File: src/ttm_pkg.sv
// Shared constants of the trail termination monitor
package ttm_pkg;

  // Stream byte width and position of the last byte in a frame
  localparam int BYTE_W = 8;
  localparam logic [3:0] FRAME_LAST = 4'hf;

  // Overhead byte positions inside a frame
  localparam logic [3:0] POS_PARITY = 4'h0;
  localparam logic [3:0] POS_PATH = 4'h1;
  localparam logic [3:0] POS_REMOTE = 4'h2;
  localparam logic [3:0] POS_PAYLOAD = 4'h3;

  // Field layout of the remote indication byte
  localparam int REMOTE_DEFECT_BIT = 7;
  localparam int REMOTE_COUNT_MSB = 3;

  // Fail signal pattern and idle payload filler
  localparam logic [7:0] ALL_ONES = 8'hff;
  localparam logic [7:0] IDLE_BYTE = 8'h00;

  // Per-second counter width and severe threshold in errored blocks
  localparam int SEC_CNT_W = 20;
  localparam logic [19:0] SES_THRESHOLD = 20'h0001e;

  // Consecutive seconds to enter and leave the unavailable state
  localparam logic [3:0] UAS_ENTER = 4'ha;
  localparam logic [3:0] UAS_EXIT = 4'ha;

  // Source payload buffer shape
  localparam int FIFO_DEPTH = 16;

endpackage : ttm_pkg

File: src/ttm_monitor.sv
// Trail termination monitor with its source payload buffer
//
// Function
// [RULE_01] Source inserts an interleaved parity code and the local path identifier.
// [RULE_02] Source returns the count of parity violations found by the local sink.
// [RULE_03] Source returns the current local sink defect state as remote defect.
// [RULE_04] Sink watches errors, misconnection, near/far performance, server fail, loss.
// [RULE_05] Bit errors are found as parity code violations over each frame.
// [RULE_06] Received path identifier is compared with the expected one; mismatch is misconnection.
// [RULE_07] On any defect the passed signal becomes all ones and remote defect is sent; code does it for loss, server fail, mismatch, not far defect.
// [RULE_08] Every detected defect appears as a status output.
// [RULE_09] Near-end errored blocks are counted per one-second interval.
// [RULE_10] Far-end errored blocks from the received remote count are counted per second.
// [RULE_11] A second with any signal fail is a near-end defect second.
// [RULE_12] A second with a received remote defect is a far-end defect second.
// [RULE_13] Errored, severely errored and unavailable seconds derive from counts and flags.
// [RULE_14] Physical section mode monitors only signal loss, no overhead processing.
// [RULE_15] Counts and flags latch and clear at each tick without loss or double count.
// [RULE_16] The far peer fills its remote indications from its own sink results.
`timescale 1ns/1ps

////////////////////////////////////////////////////////////////////////////////
// Payload buffer: flip-flop FIFO with valid and ready on both sides
module ttm_fifo #(
  parameter int WIDTH = 8,
  parameter int DEPTH = 16
) (
  input wire logic mclk,
  input wire logic rstN,
  input wire logic [WIDTH-1:0] inData,
  input wire logic inValid,
  output logic inReady,
  output logic [WIDTH-1:0] outData,
  output logic outValid,
  input wire logic outReady
);
  localparam int AW = $clog2(DEPTH);

  typedef struct packed {
    logic [DEPTH-1:0][WIDTH-1:0] mem;
    logic [AW-1:0] wrPtr;
    logic [AW-1:0] rdPtr;
    logic [AW:0] count;
  } ttm_fifo_state_t;

  ttm_fifo_state_t s;
  ttm_fifo_state_t next_s;
  logic doWrite;
  logic doRead;

  // Handshakes and honest full and empty
  assign inReady = (s.count != (AW+1)'(DEPTH));
  assign outValid = (s.count != '0);
  assign outData = s.mem[s.rdPtr];
  assign doWrite = inValid && inReady;
  assign doRead = outValid && outReady;

  // Pointer and occupancy update
  always_comb begin
    next_s = s;
    if (doWrite) begin
      next_s.mem[s.wrPtr] = inData;
      next_s.wrPtr = s.wrPtr + 1'b1;
    end
    if (doRead) begin
      next_s.rdPtr = s.rdPtr + 1'b1;
    end
    if (doWrite && !doRead) begin
      next_s.count = s.count + 1'b1;
    end else if (doRead && !doWrite) begin
      next_s.count = s.count - 1'b1;
    end
  end

  // State register
  always_ff @(posedge mclk or negedge rstN) begin
    if (!rstN) begin
      s <= '0;
    end else begin
      s <= next_s;
    end
  end
endmodule : ttm_fifo

////////////////////////////////////////////////////////////////////////////////
// Top: source overhead insertion, sink supervision, per-second performance
module ttm_monitor (
  input wire logic mclk,
  input wire logic reset_n,
  input wire logic physSectionMode,
  input wire logic [7:0] localPathId,
  input wire logic [7:0] expectedPathId,
  input wire logic oneSecTick,
  input wire logic [7:0] srcData,
  input wire logic srcValid,
  output logic srcReady,
  input wire logic txSlot,
  output logic [7:0] txData,
  output logic txValid,
  output logic txFrameStart,
  input wire logic [7:0] rxData,
  input wire logic rxValid,
  input wire logic rxFrameStart,
  input wire logic signalLossPin,
  output logic [7:0] rxOut,
  output logic rxOutValid,
  output logic signalLoss,
  output logic serverFail,
  output logic pathMismatch,
  output logic farDefect,
  output logic nearBitError,
  output logic [19:0] nearBlockSec,
  output logic [19:0] farBlockSec,
  output logic nearDefectSec,
  output logic farDefectSec,
  output logic erroredSecond,
  output logic severelyErroredSecond,
  output logic unavailableSecond,
  output logic farErroredSecond,
  output logic secondReport
);

  typedef struct packed {
    logic losMeta;
    logic losSync;
    logic [3:0] txPos;
    logic [7:0] txParity;
    logic [7:0] txParityHold;
    logic [7:0] txData;
    logic txValid;
    logic txFrameStart;
    logic [3:0] rxPos;
    logic rxPrimed;
    logic [7:0] rxParity;
    logic [7:0] rxParityHold;
    logic rxAllOnes;
    logic [3:0] frameErrCount;
    logic nearBitError;
    logic serverFail;
    logic pathMismatch;
    logic farDefect;
    logic defect;
    logic [7:0] rxOut;
    logic rxOutValid;
    logic [19:0] nearCnt;
    logic [19:0] farCnt;
    logic nearDefSec;
    logic farDefSec;
    logic [19:0] nearBlockSec;
    logic [19:0] farBlockSec;
    logic nearDefectSec;
    logic farDefectSec;
    logic erroredSecond;
    logic severelyErroredSecond;
    logic unavailable;
    logic farErroredSecond;
    logic [3:0] sesRun;
    logic [3:0] clrRun;
    logic secondReport;
  } ttm_state_t;

  ttm_state_t s;
  ttm_state_t next_s;
  logic [1:0] rstSync;
  logic rstN;
  logic [7:0] fifoData;
  logic fifoValid;
  logic fifoReady;

  // Count of set bits, used for parity violation counts
  function automatic logic [3:0] ttm_ones(input logic [7:0] v);
    logic [3:0] n;
    n = '0;
    for (int i = 0; i < 8; i++) begin
      n = n + {3'b000, v[i]};
    end
    return n;
  endfunction : ttm_ones

  // Reset release through two flip-flops
  always_ff @(posedge mclk or negedge reset_n) begin
    if (!reset_n) begin
      rstSync <= 2'b00;
    end else begin
      rstSync <= {rstSync[0], 1'b1};
    end
  end
  assign rstN = rstSync[1];

  // Client payload buffer, drained only in payload slots
  ttm_fifo #(.WIDTH(ttm_pkg::BYTE_W), .DEPTH(ttm_pkg::FIFO_DEPTH)) payloadFifo (
    .mclk(mclk),
    .rstN(rstN),
    .inData(srcData),
    .inValid(srcValid),
    .inReady(srcReady),
    .outData(fifoData),
    .outValid(fifoValid),
    .outReady(fifoReady)
  );

  // Payload slot: every slot in physical mode, past the overhead otherwise
  assign fifoReady = txSlot && (physSectionMode || (s.txPos >= ttm_pkg::POS_PAYLOAD)); // see [RULE_14]

  // Next-state logic of the whole block
  always_comb begin
    logic [7:0] txByte;
    logic [3:0] viol;
    logic nearInc;
    logic farInc;
    logic sigFail;
    logic severely_errored_second;
    txByte = ttm_pkg::IDLE_BYTE;
    viol = '0;
    nearInc = 1'b0;
    farInc = 1'b0;
    sigFail = 1'b0;
    severely_errored_second = 1'b0;
    next_s = s;

    // Loss pin synchroniser
    next_s.losMeta = signalLossPin;
    next_s.losSync = s.losMeta; // see [RULE_04]

    // Source direction: overhead insertion and payload
    next_s.txValid = txSlot;
    next_s.txFrameStart = txSlot && (s.txPos == '0);
    if (txSlot) begin
      if (fifoValid && fifoReady) begin
        txByte = fifoData;
      end
      if (!physSectionMode) begin
        case (s.txPos)
          ttm_pkg::POS_PARITY: txByte = s.txParityHold; // see [RULE_01]
          ttm_pkg::POS_PATH: txByte = localPathId; // see [RULE_01]
          ttm_pkg::POS_REMOTE: begin
            txByte = '0;
            txByte[ttm_pkg::REMOTE_DEFECT_BIT] = s.defect; // see [RULE_03] [RULE_07]
            txByte[ttm_pkg::REMOTE_COUNT_MSB:0] = s.frameErrCount; // see [RULE_02]
          end
          default: txByte = txByte;
        endcase
      end
      next_s.txData = txByte;
      next_s.txPos = (s.txPos == ttm_pkg::FRAME_LAST) ? '0 : s.txPos + 1'b1;
      if (s.txPos == ttm_pkg::FRAME_LAST) begin
        next_s.txParityHold = s.txParity ^ txByte;
        next_s.txParity = '0;
      end else begin
        next_s.txParity = s.txParity ^ txByte;
      end
    end

    // Sink direction: frame position, parity, identifier, remote fields
    if (rxValid) begin
      next_s.rxPos = rxFrameStart ? 4'h1 : s.rxPos + 1'b1;
      if (rxFrameStart || s.rxPos == '0) begin
        // Parity byte closes the previous frame's check
        next_s.rxParity = rxData;
        next_s.rxAllOnes = (rxData == ttm_pkg::ALL_ONES);
        if (s.rxPrimed && !physSectionMode) begin
          viol = ttm_ones(rxData ^ s.rxParityHold); // see [RULE_05]
          next_s.frameErrCount = viol; // see [RULE_02]
          nearInc = (viol != '0); // see [RULE_09]
        end
      end else begin
        next_s.rxParity = s.rxParity ^ rxData;
        next_s.rxAllOnes = s.rxAllOnes && (rxData == ttm_pkg::ALL_ONES);
        if (!physSectionMode && s.rxPos == ttm_pkg::POS_PATH) begin
          next_s.pathMismatch = (rxData != expectedPathId); // see [RULE_06]
        end
        if (!physSectionMode && s.rxPos == ttm_pkg::POS_REMOTE) begin
          next_s.farDefect = rxData[ttm_pkg::REMOTE_DEFECT_BIT]; // see [RULE_04] [RULE_16]
          farInc = (rxData[ttm_pkg::REMOTE_COUNT_MSB:0] != '0); // see [RULE_10]
        end
        if (s.rxPos == ttm_pkg::FRAME_LAST) begin
          next_s.rxParityHold = s.rxParity ^ rxData;
          next_s.rxPrimed = 1'b1;
          next_s.serverFail = s.rxAllOnes && (rxData == ttm_pkg::ALL_ONES); // see [RULE_04]
          next_s.rxPos = '0;
        end
      end
    end
    next_s.nearBitError = nearInc; // see [RULE_08]

    // Physical section mode drops all but loss supervision
    if (physSectionMode) begin
      next_s.pathMismatch = 1'b0; // see [RULE_14]
      next_s.farDefect = 1'b0;
      next_s.frameErrCount = '0;
      next_s.serverFail = 1'b0;
    end

    // Defect state, fail signal substitution
    sigFail = s.losSync || s.serverFail || s.pathMismatch;
    next_s.defect = sigFail; // see [RULE_07]
    next_s.rxOut = s.defect ? ttm_pkg::ALL_ONES : rxData; // see [RULE_07]
    next_s.rxOutValid = rxValid;

    // Per-second accumulation; events in the tick cycle open the new second
    next_s.secondReport = oneSecTick;
    if (oneSecTick) begin
      next_s.nearBlockSec = s.nearCnt; // see [RULE_15]
      next_s.farBlockSec = s.farCnt;
      next_s.nearDefectSec = s.nearDefSec;
      next_s.farDefectSec = s.farDefSec;
      next_s.nearCnt = {19'h00000, nearInc};
      next_s.farCnt = {19'h00000, farInc};
      next_s.nearDefSec = sigFail; // see [RULE_11]
      next_s.farDefSec = s.farDefect; // see [RULE_12]
      severely_errored_second = s.nearDefSec || (s.nearCnt >= ttm_pkg::SES_THRESHOLD); // see [RULE_13]
      next_s.erroredSecond = s.nearDefSec || (s.nearCnt != '0); // see [RULE_13]
      next_s.severelyErroredSecond = severely_errored_second;
      next_s.farErroredSecond = s.farDefSec || (s.farCnt != '0);
      // Unavailable entry and exit after runs of severe or non-severe seconds
      if (severely_errored_second) begin
        next_s.clrRun = '0;
        if (s.sesRun != ttm_pkg::UAS_ENTER) begin
          next_s.sesRun = s.sesRun + 1'b1;
        end
        if (s.sesRun + 1'b1 >= ttm_pkg::UAS_ENTER) begin
          next_s.unavailable = 1'b1; // see [RULE_13]
        end
      end else begin
        next_s.sesRun = '0;
        if (s.clrRun != ttm_pkg::UAS_EXIT) begin
          next_s.clrRun = s.clrRun + 1'b1;
        end
        if (s.clrRun + 1'b1 >= ttm_pkg::UAS_EXIT) begin
          next_s.unavailable = 1'b0;
        end
      end
    end else begin
      if (nearInc && s.nearCnt != '1) begin
        next_s.nearCnt = s.nearCnt + 1'b1; // see [RULE_09]
      end
      if (farInc && s.farCnt != '1) begin
        next_s.farCnt = s.farCnt + 1'b1; // see [RULE_10]
      end
      next_s.nearDefSec = s.nearDefSec || sigFail; // see [RULE_11]
      next_s.farDefSec = s.farDefSec || s.farDefect; // see [RULE_12]
    end
  end

  // State register
  always_ff @(posedge mclk or negedge rstN) begin
    if (!rstN) begin
      s <= '0;
    end else begin
      s <= next_s;
    end
  end

  // Outputs straight from the state
  assign txData = s.txData;
  assign txValid = s.txValid;
  assign txFrameStart = s.txFrameStart;
  assign rxOut = s.rxOut;
  assign rxOutValid = s.rxOutValid;
  assign signalLoss = s.losSync; // see [RULE_08]
  assign serverFail = s.serverFail;
  assign pathMismatch = s.pathMismatch;
  assign farDefect = s.farDefect;
  assign nearBitError = s.nearBitError;
  assign nearBlockSec = s.nearBlockSec;
  assign farBlockSec = s.farBlockSec;
  assign nearDefectSec = s.nearDefectSec;
  assign farDefectSec = s.farDefectSec;
  assign erroredSecond = s.erroredSecond;
  assign severelyErroredSecond = s.severelyErroredSecond;
  assign unavailableSecond = s.unavailable;
  assign farErroredSecond = s.farErroredSecond;
  assign secondReport = s.secondReport;

endmodule : ttm_monitor

File: config.mk
export PLATFORM = sky130hd
export DESIGN_NAME = ttm_monitor
export DESIGN_NICKNAME = d
export VERILOG_FILES = /design/src/ttm_pkg.sv /design/src/ttm_monitor.sv
export SDC_FILE = /design/constraint.sdc
export NUM_CORES = 1
export LEC_CHECK = 0
export ABC_AREA = 0
export BUFFER_PORTS_ARGS = -buffer_cell sky130_fd_sc_hd__buf_2
export CELL_PAD_IN_SITES_DETAIL_PLACEMENT = 0
export CELL_PAD_IN_SITES_GLOBAL_PLACEMENT = 1
export CORE_UTILIZATION = 45
export CTS_CLUSTER_SIZE = 14
export DETAILED_ROUTE_END_ITERATION = 10
export PLACE_DENSITY = 0.77
export SYNTH_ARGS = -nofsm -noshare
export SYNTH_HDL_FRONTEND = slang
export SYNTH_HIERARCHICAL = 1
export SYNTH_SLANG_ARGS = --single-unit
File: constraint.sdc
create_clock -name mclk -period 16.5 [get_ports mclk]
set_clock_uncertainty 0.2 [all_clocks]
set_input_delay 3.3 -clock mclk [delete_from_list [all_inputs] [get_ports mclk]]
set_output_delay 3.3 -clock mclk [all_outputs]
set_load 0.005 [all_outputs]
* Yosys cells after proc, flatten, opt, wreduce, memory -nomap -nowiden
Cells that the tools add are included.
Storage, ports and cells: word-level logic and storage cells 196, register bits after elaboration 312, input port bits 41, output and inout port bits 72
Cells by class: bitwise logic cells 4, equal/unequal tests 16, mux-type cells 44, reductions and logical operators 52, add/sub/neg operators 17, magnitude comparators 7
Operators by type and width (number):
- bitwise mux 128 bit | 1
- two-way mux 8 bit | 9
- two-way mux 42 bit | 1
- adder 20 x 1 -> 20 bit (second input constant) | 2
- two-way mux 20 bit | 2
- inequality test 20 bit (second input constant) | 2
- nonzero test 20 bit | 2
- binary-select mux 8 bit (select 4 bit) | 1
- demux 8 bit (select 4 bit) | 1
- two-way mux 4 bit | 8
- adder 4 x 1 -> 4 bit (second input constant) | 6
- one-hot mux 8 bit (3 select lines) | 1
- XOR 8 bit | 3
- nonzero test 2 bit | 11
- >= comparator 20 x 5 -> 1 bit (second input constant) | 1
- two-way mux 5 bit | 4
- AND reduction 3 bit | 6
- adder 4 x 1 -> 4 bit | 4
- logical AND 1 bit | 13
- two-way mux 1 bit | 13
- less-than comparator 4 x 5 -> 1 bit (second input constant) | 2
- logical OR 1 bit | 9
- two-way mux 3 bit | 3
- equality test 4 x 1 -> 1 bit (second input constant) | 2
- 22 further kinds | 33

* Depth between registers and ports, before layout
Gate-level depths: netlist of run 1.
depth after elaboration 15, depth in mapped cells 16, gate-level depth less buffers 14

* Cells and area by module
Netlist of run 1, hierarchy kept.
By module, submodules not included:
- ttm_monitor | cells each 847, sequential area each 4279.1 sq um, times used 1, area each 8858.5 sq um
- ttm_fifo | cells each 473, sequential area each 3528.4 sq um, times used 1, area each 6815.3 sq um

* Worst setup path after synthesis of run 1
Ideal clock, no wire load.
path type input port to flip-flop, from in rxData[1], to reg, netlist name s[94], data required time 16.172 ns, setup slack 8.783 ns, library setup time 0.128 ns, arrival time 7.390 ns, buffers on the path 2, cell stages on the path 15, cells stage by stage clkbuf_1 xor2_1 fa_1 fa_1 inv_1 fa_1 inv_1 ha_1 fa_1 xor2_1 a2111oi_0 or3_4 clkbuf_1 nor4_1 mux2_1
RTL lines:
- start: declaration | line ttm_monitor.sv:101 | input wire logic [7:0] rxData,

==> flow_summary.yaml, run 1 <==
floorplanning:
  die_area_um2: 35580
  initial_core_util_pct: 46.28
  die_w_um: 188.6
  die_h_um: 188.6
  io_pins: 113
  core_area_um2: 33870
  row_count: 67
synthesis:
  ys.flop_type: "dfrtp_1"
  syn-num-nets: 1398
  synth_area_per_cell_um2: 11.87
  synth-async-reset-ratio_pct: 100.0
  yosysTopAreaCellShare_pct: 49.81
  synth_area_leaders: "dfrtp_1 (50%), mux2_2 (13%), buf_4 (2.8%), ha_1 (2.6%), mux4_2 (2.3%)"
  ys_warn_count: 6
  synth_area_leader_cell: "dfrtp_1"
  yosysSeqAreaShare_pct: 49.81
  synth_edf_count: 0
  syn_area_um2: 15670
  synth_cell_types: 74
  netlist_instances: 1320
  ys_seq_elements: 312
global_routing:
  grt_pass1_wl_um: 54600
  antenna_found_initial: 0
  gr-total-overflow: 0
  grt_usage_pct: 18.92
  grt_pass1_vias: 10180
  grt_max_degree: 176
route:
  drt_iter0_markers: 482
  firstDrtPassIters: 5
  totalWireLength_um: 32750
  wl_per_cell_um: 18.02
  vias: 10050
  drc: 0
  vias_per_cell: 5.528
  drtAntennaViolNets: 0
setup_path:
  worst-path-max-fanout: 31
  startpoint_type: "input port"
  reg2reg_from: "s[116]"
  worstSetupStartpoint: "rxData[1]"
  cpMostUsedCell: "fa_1"
  crit_slowest_cell: "fa_1"
  crit_chain: "buf_2 -> xor2_1 -> fa_1 -> fa_1 -> inv_1 -> fa_1 -> inv_1 -> ha_1 -> fa_1 -> xor2_1 -> a2111oi_0 -> or3_4 -> inv_2 -> nand3_1 -> mux2_2"
  end_kind: "flop"
  critPathKind: "input port to flop"
  slowest_delay_ns: 0.55
  required_ns: 16.72
  worst_ep_arrival_time_ns: 7.53
placement:
  portBuffers: 112
  dpl.hpwl_um: 21640
  gp_congestion: 0.7784
  placed_cells: 1755
  post-place-ws_ns: 8.601
clock_network:
  holdBufCountCts: 0
  cts_tree: "done"
  cts-resized-gates: 0
  cts_setup_buffers: 0
  clk_latency_ns: 0.53
  h-tree-depth: 2
  clkTransAtPathRegs_ns: 0.06
  cts.sinks: 312
  root_buffer: "clkbuf_16"
  ctsLongestPathBuffers: 3
  numCtsBuffers: 37
power:
  vdd_drop_max_uv: 125.1
  p_leak_nw: 7.667
  p_per_area_nw_per_um2: 156.8
min_path:
  hold_class: "flop to flop"
  min-delay-start: "rstSync[0]"
sta:
  relSlewSlack_pct: 32.06
  tns_ns: 0
  setup_violations: 0
  rsz0062_at_grt: "no"
  fin_ws_ns: 9.185
  timing.final.crit_share_pct: 44.34
  slew_viol_final: 0
  worstMarginPinSlew_ns: 1.019
  period_needed_ns: 7.315
  max_freq_mhz: 136.7
  hold_viol_final: 0
layout:
  final_common_cell: "dfrtp_1"
  n_antenna_cell: 0
  final_util_pct: 50.84
  n_fill_cell: 3032
  layout_common_cells: "dfrtp_1 (310), mux2_2 (184), buf_2 (111)"
  final_nets: 1424
  layout-drive-gt1-share_pct: 30.00
  area_delta_synth_final_pct: 9.859
  fin_cells: 1818
status:
  status: "finished, final reports clean"
run:
  cap_violations: 0
[layout make-up]
type / instances / area, um^2 / share of cell area (%)
Sequential cell: 312 / 7812 / 45.37
Multi-Input combinational cell: 837 / 6943 / 40.32
Clock buffer: 55 / 1076 / 6.249
Timing Repair Buffer: 119 / 628.1 / 3.648
Tap cell: 448 / 560.5 / 3.255
Inverter: 39 / 146.4 / 0.8502
Clock inverter: 8 / 52.55 / 0.3052
[kinds of logic (layout without fill, tap and decap cells)]
logic type | Yosys count | after routing | share of synthesized area [%]
AO/OA/AOI/OAI | 210 | 210 | 8.773
XOR/XNOR | 54 | 54 | 3.017
adder cells (fa/ha/maj) | 37 | 37 | 3.193
buffers and inverters | 171 | 221 | 5.899
flip-flops | 312 | 312 | 49.81
multiplexers | 235 | 235 | 17.78
other | 1 | 1 | 0.02393
AND/OR/NAND/NOR | 300 | 300 | 11.50
[critical path: cells and delay by family]
kind / cells / cell delay (ns)
AO/OA/AOI/OAI: 1 / 0.42
buffers and inverters: 4 / 0.41
XOR/XNOR: 2 / 0.39
multiplexers: 1 / 0.33
adder cells (fa/ha/maj): 5 / 2.14
AND/OR/NAND/NOR: 2 / 0.51
[through the flow]
step / instance area (um^2) / total power [mW] / hold WS (ns)
finish: 17220 / 2.700 / 0.1545
global route: 17220 / 2.868 / 0.1686
CTS: 17220 / 2.734 / 0.1581
detailed placement: 16090 / 1.954 / 0.1388
global placement: 16090 / 1.919 / 0.1397
floorplan: 15670 / 1.765 / 0.1312
[synthesized netlist by cell type (all sizes together) (8+ instances only)]
library cell / instances
nor4: 14
o31ai: 19
nand4: 23
a22oi: 11
a2bb2oi: 8
and3: 10
mux2i: 32
nor3: 11
a211oi: 8
mux4: 16
mux2: 187
or2: 13
and2: 8
nand2b: 13
buf: 90
inv: 38
nor2b: 9
dfrtp: 312
or4: 17
xnor2: 38
or3: 9
nand3: 36
xor2: 16
clkbuf: 42
nor2: 45
a21oi: 65
ha: 32
a221oi: 8
o21ai: 50
nand2: 74
[path summary, 6_finish.rpt]
check                                      to  slack (ns)  depth (start not counted)
max reg2reg                             s[79]       11.77                         14
min in group asynchronous  payloadFifo/s[105]        0.28                          0
max                                     s[79]        9.18                         15
max in group asynchronous          rstSync[1]       13.65                          1
min                                rstSync[1]        0.15                          0
min reg2reg                        rstSync[1]        0.15                          0
[layer usage]
metal,up-vias,track usage (%),routed length [um]
li1,4779,-,-
met1,5055,27.04,15810
met2,168,30.03,15190
met3,47,2.757,1156
met4,0,5.118,602
met5,-,0,0
[registers in the layout (all words and copies together) (netlist names), 2 cells and up]
register,count
farBlockSec,20
s,97
txData,8
nearBlockSec,20
rstSync,2
payloadFifo/s,141
rxOut,8
[power by group]
group	total, mW	switching, mW	internal, mW	leakage [nW]
Clock	0.766	0.316	0.451	0.548
Combinational	0.813	0.402	0.411	3.13
Sequential	1.12	0.145	0.976	3.99
Total	2.70	0.862	1.84	7.67
Power figures use the tool's default switching activity.
==> inputs of run 2 (changes only) <==
clock period = 7.3 ns   (was 16.5 ns; I/O delays follow)
==> run 2 against run 1 <==
Net effect:
- total power is 130% higher
- final area is 0.66% higher
- worst setup slack worse by 7.3 ns
- combinational power is 130% higher
- largest power group unchanged
==> flow_summary.yaml, run 2 (synthesized netlist as in run 1, its figures left out) <==
placement:
  gp_congestion: 0.7839
  dpl.hpwl_um: 21670
  portBuffers: 112
  placed_cells: 1755
sta:
  setup_violations: 0
  slew_viol_final: 0
  max_freq_mhz: 183.2
  fin_hold_ws_ns: 0.08524
  relSlewSlack_pct: 23.07
  rsz0062_at_grt: "no"
  period_needed_ns: 5.457
  timing.final.crit_share_pct: 74.76
  worstMarginPinSlew_ns: 1.149
  hold_viol_final: 0
  tns_ns: 0
setup_path:
  path_buf_inv: 3
  end_kind: "flop"
  ff2ff_path_depth: 13
  worst-path-max-fanout: 31
  crit_chain: "buf_2 -> xor2_1 -> fa_1 -> fa_1 -> inv_1 -> fa_1 -> inv_1 -> ha_1 -> fa_1 -> xor2_1 -> a2111oi_0 -> or3_4 -> nor4_1 -> mux2_1"
  crit_slowest_cell: "fa_1"
  required_ns: 7.49
  cp_top_family: "adder cells"
  r2r-end: "s[94]"
  reg2reg_from: "s[116]"
  slowest_delay_ns: 0.54
  startpoint_type: "input port"
  rrSetupSlack_ns: 2.60
  worst_ep_arrival_time_ns: 5.64
  cpMostUsedCell: "fa_1"
  critPathKind: "input port to flop"
run:
  cap_violations: 0
clock_network:
  h-tree-depth: 2
  cts-resized-gates: 0
  holdBufCountCts: 0
  cts_tree: "done"
  clk_latency_ns: 0.51
  cts_setup_buffers: 0
  clkTransAtPathRegs_ns: 0.06
  root_buffer: "clkbuf_16"
  ctsLongestPathBuffers: 3
  cts.sinks: 312
  numCtsBuffers: 35
route:
  wl_per_cell_um: 18.13
  drtAntennaViolNets: 0
  drc: 0
  firstDrtPassIters: 5
  vias: 10150
  drt_iter0_markers: 621
  totalWireLength_um: 32940
  vias_per_cell: 5.585
layout:
  final_common_cell: "dfrtp_1"
  final_nets: 1422
  n_antenna_cell: 0
  layout_common_cells: "dfrtp_1 (310), mux2_2 (184), buf_2 (111)"
  n_fill_cell: 2980
  top_regs: "payloadFifo/s (141), s (97)"
  layout-drive-gt1-share_pct: 30.53
  area_delta_synth_final_pct: 10.59
  regMostFlops: "payloadFifo/s"
  fin_cells: 1817
  largest_register_ffs: 141
global_routing:
  grt_pass1_vias: 9996
  gr-total-overflow: 0
  antenna_found_initial: 0
  grt_pass1_wl_um: 54490
  grt_usage_pct: 18.81
  grt_max_degree: 172
floorplanning:
  row_count: 67
  die_h_um: 188.6
  die_w_um: 188.6
  io_pins: 113
  initial_core_util_pct: 46.28
  core_area_um2: 33870
  die_area_um2: 35580
min_path:
  hold_class: "flop to async pin"
power:
  p_leak_nw: 7.736
  vdd_drop_max_uv: 257.8
  power_mw: 6.263
  p_per_area_nw_per_um2: 361.3
status:
  status: "finished, final reports clean"
[run 2: where the power goes]
part	switching, mW	internal (mW)	total, mW
registers	0.330	2.21	2.54
clock network	0.705	1.18	1.89
logic	0.908	0.929	1.84
[run 2: layer usage]
layer / vias to the layer above / share of wire (%) / routed length [um] / GRT usage (%)
li1: 4767 / - / - / -
met1: 5152 / 48 / 15800 / 26.95
met2: 181 / 47 / 15350 / 29.89
met3: 48 / 3.5 / 1160 / 2.719
met4: 0 / 1.9 / 634 / 4.870
met5: - / 0 / 0 / 0
[run 2: final cells by class]
cell class | count | area (um^2) | area share, %
Clock buffer | 48 | 1015 | 5.854
Clock inverter | 14 | 227.7 | 1.314
Inverter | 39 | 146.4 | 0.8446
Multi-Input combinational cell | 837 | 6943 | 40.06
Sequential cell | 312 | 7812 | 45.07
Tap cell | 448 | 560.5 | 3.234
Timing Repair Buffer | 119 | 628.1 | 3.624
[run 2: how the worst max path moves through the flow]
stage	startpoint	to	slack (ns)	depth (start not counted)
finish	rxData[1]	s[94]	1.84	14
global route	rxData[1]	s[79]	1.59	15
CTS	rxData[0]	s[79]	1.84	15
detailed placement	rxData[1]	s[79]	1.31	15
global placement	rxData[1]	s[79]	1.33	15
floorplan	rxData[1]	s[94]	1.42	15
[run 2: per-stage QoR]
stage          utilization, %  cell area (um^2)  setup WS (ns)
6_report                51.18             17330          1.843
5_1_grt                 51.18             17330          1.589
4_1_cts                 51.18             17330          1.843
3_5_place_dp            47.51             16090          1.313
3_3_place_gp            47.51             16090          1.329
2_1_floorplan               -             15680          1.423
==> inputs of run 3 (changes only) <==
clock period = 5.4 ns   (was 7.3 ns; I/O delays follow)
==> run 3 against run 2 <==
Net effect:
- final cell count up 0.50%
- non-clock buffer count increased by 8
- total power is 33% higher
- critical path depth increased by 1
- count of clock-buffer cells in the layout is 6 higher
- highest routed layer unchanged
==> flow_summary.yaml, run 3 (synthesized netlist as in run 1, its figures left out) <==
run:
  cap_violations: 0
layout:
  final_util_pct: 51.20
  final_common_cell: "dfrtp_1"
  layout-drive-gt1-share_pct: 30.70
  fin_cells: 1826
  n_antenna_cell: 0
  final_nets: 1431
  largest_register_ffs: 141
  layout_common_cells: "dfrtp_1 (310), mux2_2 (184), buf_2 (111)"
  n_fill_cell: 2999
  regMostFlops: "payloadFifo/s"
  area_delta_synth_final_pct: 10.62
  top_regs: "payloadFifo/s (141), s (97)"
  fin_area_um2: 17340
power:
  p_per_area_nw_per_um2: 479.6
  vdd_drop_max_uv: 350.0
  p_leak_nw: 7.742
global_routing:
  antenna_found_initial: 0
  grt_max_degree: 182
  grt_pass1_wl_um: 54650
  grt_usage_pct: 18.92
  gr-total-overflow: 0
  grt_pass1_vias: 10250
clock_network:
  h-tree-depth: 2
  clkTransAtPathRegs_ns: 0.06
  numCtsBuffers: 36
  cts_setup_buffers: 0
  cts.sinks: 312
  ctsLongestPathBuffers: 3
  root_buffer: "clkbuf_16"
  cts_tree: "done"
  cts-resized-gates: 0
  clk_latency_ns: 0.52
  holdBufCountCts: 0
sta:
  setup_violations: 0
  fin_hold_ws_ns: 0.1427
  rsz0062_at_grt: "no"
  timing.final.crit_share_pct: 93.15
  period_needed_ns: 5.030
  relSlewSlack_pct: 26.39
  hold_viol_final: 0
  worstMarginPinSlew_ns: 1.099
  fin_ws_ns: 0.3699
  slew_viol_final: 0
  max_freq_mhz: 198.8
setup_path:
  worst-path-max-fanout: 16
  rrSetupSlack_ns: 0.68
  critPathKind: "input port to flop"
  worst_ep_arrival_time_ns: 5.26
  crit_chain: "buf_2 -> xor2_1 -> fa_1 -> fa_1 -> inv_1 -> fa_1 -> inv_1 -> ha_1 -> fa_1 -> xor2_1 -> a2111oi_0 -> or3_4 -> buf_12 -> or4_1 -> a21oi_1"
  cpMostUsedCell: "fa_1"
  required_ns: 5.63
  slowest_delay_ns: 0.55
  startpoint_type: "input port"
  crit_slowest_cell: "fa_1"
  end_kind: "flop"
floorplanning:
  row_count: 67
  die_area_um2: 35580
  core_area_um2: 33870
  die_h_um: 188.6
  initial_core_util_pct: 46.28
  io_pins: 113
  die_w_um: 188.6
placement:
  dpl.hpwl_um: 21810
  gp_congestion: 0.7835
  portBuffers: 112
  post-place-ws_ns: -0.1798
  placed_cells: 1763
  place_area_um2: 16180
route:
  drtAntennaViolNets: 0
  drt_iter0_markers: 584
  vias_per_cell: 5.554
  totalWireLength_um: 32720
  vias: 10140
  wl_per_cell_um: 17.92
  drc: 0
  firstDrtPassIters: 5
min_path:
  hold_class: "input port to async pin"
status:
  status: "finished, final reports clean"
run 3: changes by cell type in the layout (fill, tap and decap cells not counted), sizes merged:
cell,before,now
clkbuf,48,54
buf,119,127
clkinv,8,5
bufinv,6,1
clkinvlp,0,1
inv,39,41
run 3: metal layers:
metal,up-vias,global-route usage [%],share of wire (%)
li1,4782,-,-
met4,0,5.831,2.4
met3,51,3.036,4.6
met2,208,29.98,47
met1,5100,26.63,46
met5,-,0,0
run 3: worst max-delay path: cells and delay by family:
family,cells,cell delay (ns)
buf+inv,4,0.38
fa+ha+maj,5,2.17
simple gates,2,0.95
xor+xnor,2,0.39
compound gates,2,0.27
run 3: through the flow:
stage,TNS (ns),power (mW)
after floorplan,0,5.390
after global placement,-0.7477,5.886
after detailed placement,-1.906,5.979
after CTS,0,8.397
after global routing,0,8.832
final,0,8.316
run 3: worst paths after layout:
path / start / to / cells after the start
worst max-delay path: rxData[0] / s[93] / 15
worst min-delay path: reset_n / rstSync[0] / 1
worst max register to register: s[117] / s[93] / 14
worst min register to register: next_s[167] / signalLoss / 0
max in group asynchronous: rstSync[1] / payloadFifo/s[36] / 1
min in group mclk: next_s[167] / signalLoss / 0
run 3: final cells by class:
| type | count | area (um^2) | share of cell area, % |
|---|---|---|---|
| timing repair buffer | 127 | 713.2 | 4.113 |
| sequential | 312 | 7812 | 45.06 |
| clock buffer | 54 | 1080 | 6.227 |
| multi-input combinational | 837 | 6943 | 40.04 |
| tap | 448 | 560.5 | 3.233 |
| inverter | 39 | 146.4 | 0.8443 |
| clock inverter | 9 | 83.83 | 0.4835 |
run 3: power breakdown:
part | internal, mW | leakage (nW) | switching [mW]
Clock | 1.43 | 0.574 | 0.940
Combinational | 1.27 | 3.18 | 1.22
Sequential | 2.98 | 3.99 | 0.479
Total | 5.68 | 7.74 | 2.63
